File: config.mk
export PLATFORM = sky130hd
export DESIGN_NAME = uart_lpt_config_regs
export DESIGN_NICKNAME = d
export VERILOG_FILES = /design/src/rtl/cfg_slice_pkg.sv /design/src/rtl/uart_lpt_config_regs.sv
export SDC_FILE = /design/constraint.sdc
export NUM_CORES = 1
export LEC_CHECK = 0
export ABC_AREA = 1
export BUFFER_PORTS_ARGS = -buffer_cell sky130_fd_sc_hd__buf_2
export CAP_MARGIN = 20
export CORE_MARGIN = 2
export CORE_UTILIZATION = 49
export CTS_CLUSTER_DIAMETER = 60
export CTS_CLUSTER_SIZE = 16
export DETAILED_ROUTE_END_ITERATION = 7
export MAX_ROUTING_LAYER = met4
export PLACE_DENSITY = 0.84
export SYNTH_ARGS = -nofsm -noshare
export SYNTH_HDL_FRONTEND = slang
export SYNTH_SLANG_ARGS = --single-unit
File: constraint.sdc
create_clock -name mclk -period 2.3 [get_ports mclk]
set_clock_uncertainty 0.2 [all_clocks]
set_input_delay 0.345 -clock mclk [delete_from_list [all_inputs] [get_ports mclk]]
set_output_delay 0.345 -clock mclk [all_outputs]
set_load 0.02 [all_outputs]
File: src/rtl/cfg_slice_pkg.sv
// Function
// RL1: Index 14h reads zero, stores nothing
// RL2: Shadow reachable only in config state, index 15h
// RL3: Shadow mirrors last run-time FIFO control write
// RL4: Bit 0 enables both transmit and receive FIFOs
// RL5: Bit 1 flushes receive FIFO, self-clears
// RL6: Bit 2 flushes transmit FIFO, self-clears
// RL7: Bit 3 stored, no effect on UART
// RL8: Bits 7:6 pick trigger 1/4/8/14 bytes
// RL9: Indices 16h to 20h read zero
// RL10: Select zero: clear timeout on status read end
// RL11: Select one: clear timeout on write of one
// RL12: Index 22h: DMA 2:0, IRQ 5:3, 7:6 zero
// RL13: ECP indicators are storage only
// RL14: ECP indicators reset on power-on and hard reset
// RL15: No EPP: 4-byte base, bits 1:0 ignored
// RL16: EPP: 8-byte base, bits 2:0 ignored
// RL17: Base bits nine and eight zero disable decode
// RL18: Non-ECP modes need address bits 15:10 zero
// RL19: ECP mode lets address bit 10 be set
// RL20: Index 23h holds base bits 9:2, reset zero
// RL21: Access only in config state via index
// RL22: Reserved bits ignore writes, read zero
//
// Package of constants and carriers for the configuration slice 14h..23h.
// Assumes the configuration port sequencing lives outside and delivers strobes.
package cfg_slice_pkg;

   // Configuration indices
   localparam logic [7:0] IDX_RSVD_A     = 8'h14;
   localparam logic [7:0] IDX_FIFO_SHAD  = 8'h15;
   localparam logic [7:0] IDX_RSVD_B_LO  = 8'h16;
   localparam logic [7:0] IDX_RSVD_B_HI  = 8'h20;
   localparam logic [7:0] IDX_EPP_TO_SEL = 8'h21;
   localparam logic [7:0] IDX_ECP_IND    = 8'h22;
   localparam logic [7:0] IDX_LPT_BASE   = 8'h23;

   // Writable-bit masks (reserved bits read zero)
   localparam logic [7:0] FIFO_SHAD_MASK = 8'hC9;
   localparam logic [7:0] EPP_TO_MASK    = 8'h04;
   localparam logic [7:0] ECP_IND_MASK   = 8'h3F;

   // Field positions in the FIFO control value
   localparam int FCR_FIFO_EN  = 0;
   localparam int FCR_RX_FLUSH = 1;
   localparam int FCR_TX_FLUSH = 2;
   localparam int FCR_DMA_MODE = 3;
   localparam int FCR_TRIG_LO  = 6;

   // Field positions elsewhere
   localparam int TO_SEL_BIT    = 2;
   localparam int ECP_DMA_LO    = 0;
   localparam int ECP_IRQ_LO    = 3;
   localparam int EPP_TO_STAT_BIT = 0;

   // Reset values
   localparam logic [7:0] FIFO_SHAD_RST = 8'h00;
   localparam logic [7:0] EPP_TO_RST    = 8'h00;
   localparam logic [7:0] ECP_IND_RST   = 8'h00;
   localparam logic [7:0] LPT_BASE_RST  = 8'h00;

   // Receive trigger levels in bytes
   localparam logic [4:0] TRIG_LVL0 = 5'h01;
   localparam logic [4:0] TRIG_LVL1 = 5'h04;
   localparam logic [4:0] TRIG_LVL2 = 5'h08;
   localparam logic [4:0] TRIG_LVL3 = 5'h0E;

   // Configuration-port access carrier
   typedef struct packed {
      logic       cfgActive;  // Configuration state active
      logic [7:0] index;      // Value of config_index_reg
      logic       wr;         // One-cycle data port write
      logic       rd;         // One-cycle data port read
      logic [7:0] wdata;      // Write data
   } cfg_access_t;

   // UART-facing FIFO controls
   typedef struct packed {
      logic       fifoEnable;  // Both FIFOs enabled
      logic       rxFlush;     // One-cycle receive flush
      logic       txFlush;     // One-cycle transmit flush
      logic       dmaMode;     // Stored only
      logic [4:0] rxTrigger;   // Trigger level in bytes
   } uart_fifo_ctl_t;

endpackage : cfg_slice_pkg

File: src/rtl/uart_lpt_config_regs.sv
// Configuration slice 14h..23h: FIFO control shadow, EPP timeout clear
// method, ECP software indicators and parallel port base decode.
// Assumes synchronous one-cycle strobes on mclk from the config port logic
// and from the UART / parallel port cores.
`timescale 1ns/1ns
module uart_lpt_config_regs (
   // Clock and reset
   input  wire logic                         mclk,
   input  wire logic                         rst_b,
   input  wire logic                         hardRst,
   // Configuration data port
   input  wire cfg_slice_pkg::cfg_access_t   cfgAcc,
   output logic [7:0]                        cfgRdata,
   output logic                              cfgHit,
   // Run-time write of fifo_control_reg from the UART
   input  wire logic                         fcrWrite,
   input  wire logic [7:0]                   fcrWdata,
   output cfg_slice_pkg::uart_fifo_ctl_t     fifoCtl,
   // EPP timeout status
   input  wire logic                         eppTimeoutEvent,
   input  wire logic                         eppStatusReadEnd,
   input  wire logic                         eppStatusWrite,
   input  wire logic [7:0]                   eppStatusWdata,
   output logic                              eppTimeoutFlag,
   // ECP software indicators
   output logic [2:0]                        ecpDmaInd,
   output logic [2:0]                        ecpIrqInd,
   // Parallel port address decode
   input  wire logic [15:0]                  hostAddr,
   input  wire logic                         eppEnabled,
   input  wire logic                         ecpMode,
   output logic                              lptSelect
);

   // Register storage
   logic [7:0] fifoShadow_r;  // Shadow of fifo_control_reg
   logic [7:0] eppToSel_r;    // Timeout clear select
   logic [7:0] ecpInd_r;      // ECP indicators
   logic [7:0] lptBase_r;     // Base address bits 9:2
   logic       eppTo_r;       // EPP timeout flag

   // Decoded config write and read strobes
   logic       cfgWr;
   logic       cfgRd;

   // Data port active only in config state
   assign cfgWr = cfgAcc.cfgActive & cfgAcc.wr; // RL21
   assign cfgRd = cfgAcc.cfgActive & cfgAcc.rd; // RL21

   // Decode trigger code into a byte count
   function automatic logic [4:0] trigBytes(input logic [1:0] code);
      case (code)
         2'b00:   trigBytes = cfg_slice_pkg::TRIG_LVL0;
         2'b01:   trigBytes = cfg_slice_pkg::TRIG_LVL1;
         2'b10:   trigBytes = cfg_slice_pkg::TRIG_LVL2;
         default: trigBytes = cfg_slice_pkg::TRIG_LVL3;
      endcase
   endfunction : trigBytes

   // Shadow: either write path updates it; flush bits never stored
   // so they read back zero, which is how they self-clear.
   always_ff @(posedge mclk) begin
      if (!rst_b) begin
         fifoShadow_r <= cfg_slice_pkg::FIFO_SHAD_RST;
      end else if (fcrWrite) begin
         // Run-time write wins over a config write in the same cycle
         fifoShadow_r <= fcrWdata & cfg_slice_pkg::FIFO_SHAD_MASK; // RL3
      end else if (cfgWr && cfgAcc.index == cfg_slice_pkg::IDX_FIFO_SHAD) begin
         fifoShadow_r <= cfgAcc.wdata & cfg_slice_pkg::FIFO_SHAD_MASK; // RL2
      end
   end

   // FIFO controls toward the UART, registered
   always_ff @(posedge mclk) begin
      if (!rst_b) begin
         fifoCtl <= '{fifoEnable: 1'b0, rxFlush: 1'b0, txFlush: 1'b0,
                      dmaMode: 1'b0, rxTrigger: cfg_slice_pkg::TRIG_LVL0};
      end else begin
         fifoCtl.fifoEnable <= fifoShadow_r[cfg_slice_pkg::FCR_FIFO_EN]; // RL4
         // Flush is a single pulse per write carrying a one
         fifoCtl.rxFlush <= fcrWrite & fcrWdata[cfg_slice_pkg::FCR_RX_FLUSH]; // RL5
         fifoCtl.txFlush <= fcrWrite & fcrWdata[cfg_slice_pkg::FCR_TX_FLUSH]; // RL6
         // Exported for visibility only; the UART ignores it
         fifoCtl.dmaMode <= fifoShadow_r[cfg_slice_pkg::FCR_DMA_MODE]; // RL7
         fifoCtl.rxTrigger <= trigBytes(fifoShadow_r[cfg_slice_pkg::FCR_TRIG_LO +: 2]); // RL8
      end
   end

   // EPP timeout clear select register
   always_ff @(posedge mclk) begin
      if (!rst_b) begin
         eppToSel_r <= cfg_slice_pkg::EPP_TO_RST;
      end else if (cfgWr && cfgAcc.index == cfg_slice_pkg::IDX_EPP_TO_SEL) begin
         eppToSel_r <= cfgAcc.wdata & cfg_slice_pkg::EPP_TO_MASK; // RL22
      end
   end

   // EPP timeout flag: a new timeout beats a clear in the same cycle
   always_ff @(posedge mclk) begin
      if (!rst_b) begin
         eppTo_r <= 1'b0;
      end else if (eppTimeoutEvent) begin
         eppTo_r <= 1'b1;
      end else if (!eppToSel_r[cfg_slice_pkg::TO_SEL_BIT] && eppStatusReadEnd) begin
         eppTo_r <= 1'b0; // RL10
      end else if (eppToSel_r[cfg_slice_pkg::TO_SEL_BIT] && eppStatusWrite &&
                   eppStatusWdata[cfg_slice_pkg::EPP_TO_STAT_BIT]) begin
         eppTo_r <= 1'b0; // RL11
      end
   end

   // ECP indicators: cleared by power-on or hard reset
   always_ff @(posedge mclk) begin
      if (!rst_b || hardRst) begin
         ecpInd_r <= cfg_slice_pkg::ECP_IND_RST; // RL14
      end else if (cfgWr && cfgAcc.index == cfg_slice_pkg::IDX_ECP_IND) begin
         ecpInd_r <= cfgAcc.wdata & cfg_slice_pkg::ECP_IND_MASK; // RL12
      end
   end

   // Parallel port base address
   always_ff @(posedge mclk) begin
      if (!rst_b) begin
         lptBase_r <= cfg_slice_pkg::LPT_BASE_RST; // RL20
      end else if (cfgWr && cfgAcc.index == cfg_slice_pkg::IDX_LPT_BASE) begin
         lptBase_r <= cfgAcc.wdata; // RL20
      end
   end

   // Parallel port decode, registered one cycle after the address.
   // The base register holds address bits 9:2; with EPP the low base bit
   // is a don't-care so the window grows to eight bytes. A10 is only let
   // through in ECP mode, where the extended register block sits 400h up.
   // A base with bits 9:8 both zero turns the decoder off entirely, which
   // is also the reset state, so the port stays silent until configured.
   always_ff @(posedge mclk) begin
      if (!rst_b) begin
         lptSelect <= 1'b0;
      end else begin
         lptSelect <= (lptBase_r[7:6] != 2'b00) // RL17
                    && (hostAddr[15:11] == 5'h00)
                    && (!hostAddr[10] || ecpMode) // RL18 RL19
                    && (hostAddr[9:3] == lptBase_r[7:1])
                    && (eppEnabled || hostAddr[2] == lptBase_r[0]); // RL15 RL16
      end
   end

   // Config read data; unlisted or reserved indices read zero
   always_ff @(posedge mclk) begin
      if (!rst_b) begin
         cfgRdata <= 8'h00;
         cfgHit   <= 1'b0;
      end else begin
         cfgHit <= cfgRd && cfgAcc.index >= cfg_slice_pkg::IDX_RSVD_A
                         && cfgAcc.index <= cfg_slice_pkg::IDX_LPT_BASE;
         if (cfgRd) begin
            case (cfgAcc.index)
               cfg_slice_pkg::IDX_FIFO_SHAD:  cfgRdata <= fifoShadow_r; // RL2
               cfg_slice_pkg::IDX_EPP_TO_SEL: cfgRdata <= eppToSel_r;
               cfg_slice_pkg::IDX_ECP_IND:    cfgRdata <= ecpInd_r; // RL12
               cfg_slice_pkg::IDX_LPT_BASE:   cfgRdata <= lptBase_r;
               default:                       cfgRdata <= 8'h00; // RL1 RL9
            endcase
         end
      end
   end

   // Indicator outputs drive nothing in hardware routing
   assign ecpDmaInd      = ecpInd_r[cfg_slice_pkg::ECP_DMA_LO +: 3]; // RL13
   assign ecpIrqInd      = ecpInd_r[cfg_slice_pkg::ECP_IRQ_LO +: 3]; // RL13
   assign eppTimeoutFlag = eppTo_r;

endmodule : uart_lpt_config_regs

==> reports/metrics.yaml <==
finish:
  fin_area_um2: 2300
  n_antenna_cell: 0
  final_core_util_pct: 67.5
  final_nets: 387
  finalNonFillerCells: 374
  area_growth_pct: 29.2
  most-common-layout-cells: "buf_2, nand2_1, dfxtp_1"
  fillers: 327
  final_common_cell: "buf_2"
  drive_above_1_share_pct: 31.1
cts:
  clkSinkCount: 38
  cts_buffers: 5
  insertion_delay_ns: 0.35
  clk_path_buf_depth: 2
  tritoncts: "built"
  root_buffer: "clkbuf_4"
  post-cts-setup-buffers: 0
  clkTransAtPathRegs_ns: 0.11
  htree_levels: 2
die:
  rows: 21
  die_y_um: 64.3
  start_util_pct: 52.2
  chipWidth_um: 64.3
  io_pins: 86
  fp.coreArea_um2: 3420
  die-area_um2: 4140
sta:
  final.setup.tns_ns: 0
  fin_ws_ns: 0.815
  maxSlewViolCount: 0
  whs_ns: 0.00684
  min_period_over_period_pct: 64.5
  setup_violations: 0
  period_needed_ns: 1.48
  rsz0062_at_grt: "no"
  fmax_mhz: 674
  finalHoldViolations: 0
pwr:
  pwr-share-seq_pct: 47.7
  p_int_mw: 1.10
  peakVddDrop_v: 0.000684
  p_clk_share_pct: 41.7
  comb_power_share_pct: 10.6
  p_sw_share_pct: 22.4
  powerDensity_nw_per_um2: 614
  power.switching_uw: 317
  fin_total_pwr_mw: 1.41
  cellLeakagePower_nw: 1.13
worst_setup_path:
  path_class: "register to primary output"
  slowest_delay_ns: 0.40
  r2r-end: "lptSelect"
  end_kind: "primary output"
  crit_path_max_fanout: 3
  worst_path_dominant_cell_family: "flip-flops"
  crit_chain: "buf_2"
  arrival_ns: 0.94
  reg2reg_from: "lptBase_r[1]"
  cp.buffers_inverters: 1
  cp_num_cells: 1
  required_ns: 1.75
  critPathLaunchType: "register"
  cp_slowest_cell: "dfxtp_1"
  r2r_cells: 6
  rrSetupSlack_ns: 1.11
placement:
  gp_congestion: 0.836
  port_buffers: 73
  dpl_worst_slack_ns: 0.609
  dp_hpwl_mm: 3.43
  dp_cells: 364
  placed_cell_area_um2: 2170
worst_hold_path:
  worst_hold_path_type: "input pin to register"
  min_path_cells: 3
  min_to: "eppTimeoutFlag"
  hp-start: "eppTimeoutEvent"
synth:
  syn_nets: 310
  yosysSeqAreaShare_pct: 42.6
  synthTopCellsByArea: "dfxtp_1, nand2_1, nand3_1, a21oi_1, inv_1"
  synth.distinct_cells: 29
  synth_seq_cells: 38
  ys_warn_count: 0
  synthCells: 250
  synth_edf_count: 0
  synth_ff_type: "dfxtp_1"
  synth_area_per_cell_um2: 7.14
  synth_area_um2: 1780
  yosysTopAreaCell: "dfxtp_1"
  async_flop_share_pct: 0
  synth_top_area_share_pct: 42.6
detailed_routing:
  drcViolationCount: 0
  wl_per_cell_um: 11.6
  drtIter0Drc: 91
  vias_per_cell: 5.13
  first_pass_iters: 4
  wirelength_mm: 4.32
  vias: 1920
  ant_nets: 0
status:
  status: "complete, no violations"
grt:
  track_usage_pct: 23.0
  grt_pass1_wl_mm: 7.20
  grt_pass1_vias: 1748
  grt_max_degree: 16
  grt.overflow.total: 0
  antenna_found_initial: 0
job:
  max_cap_violations: 0
==> final cells by class <==
cell class	instances	area, um2	share of cell area (%)
Tap cell	46	57.6	2.50
Inverter	29	113	4.89
Multi-Input combinational cell	177	870	37.7
Clock inverter	2	60.1	2.61
Clock buffer	6	51.3	2.23
Sequential cell	38	761	33.0
Timing Repair Buffer	76	393	17.0
==> sequential cells by signal, summed over array words and instances, names as in the netlist <==
signal,count
cfgRdata,8
fifoCtl,8
lptBase_r,8
ecpInd_r,6
fifoShadow_r,4
cfgHit,1
eppTimeoutFlag,1
eppToSel_r,1
lptSelect,1
==> synthesized netlist by cell type (all sizes together), types with 3 or more instances <==
master / instances
a21oi: 28
buf: 3
clkbuf: 3
clkinv: 3
dfxtp: 38
inv: 26
nand2: 66
nand3: 31
nor2: 22
o21ai: 19
==> power by group through the flow <==
stage	clock (mW)	sequential (mW)	combinational, mW
after floorplan	0	0.697	0.0717
after detailed placement	0	0.689	0.147
after CTS	0.596	0.674	0.150
after global placement	0	0.689	0.145
final	0.590	0.674	0.150
after global routing	0.623	0.675	0.167
==> per-layer routing <==
metal  vias up  part of all wire, %  GRT usage [%]
met1       862                   41           25.0
met5         -                    0              -
met4         0                  1.5           6.65
met3         9                  7.7           6.16
li1        967                    -              -
met2        82                   50           40.9
==> cell families (layout without fill, tap and decap cells) <==
| group | after synthesis | in the layout | synth area share, % |
|---|---|---|---|
| XOR/XNOR | 1 | 1 | 0.491 |
| other | 1 | 1 | 0.210 |
| AND/OR/NAND/NOR | 124 | 124 | 32.8 |
| AO/OA/AOI/OAI | 51 | 51 | 15.2 |
| buffers and inverters | 35 | 113 | 8.63 |
| flip-flops | 38 | 38 | 42.6 |
==> how the worst max path moves through the flow <==
| stage | slack [ns] | to | start |
|---|---|---|---|
| after global placement | 0.65 | lptBase_r[1] | cfgAcc[14] |
| final | 0.82 | ecpIrqInd[0] | ecpInd_r[3] |
| after detailed placement | 0.61 | lptBase_r[1] | cfgAcc[14] |
| after global routing | 0.80 | ecpIrqInd[0] | ecpInd_r[3] |
| after floorplan | 0.90 | lptBase_r[5] | cfgAcc[14] |
| after CTS | 0.82 | ecpIrqInd[0] | ecpInd_r[3] |
==> timing repair <==
action | 4_1_cts | 5_1_grt
hold buffers | 2 | 0
setup endpoints to repair | 0 | 0
endpoints found under the hold margin | 2 | 0
gates resized for setup | 0 | 0
No activity file was read; power rests on OpenSTA's default activity.
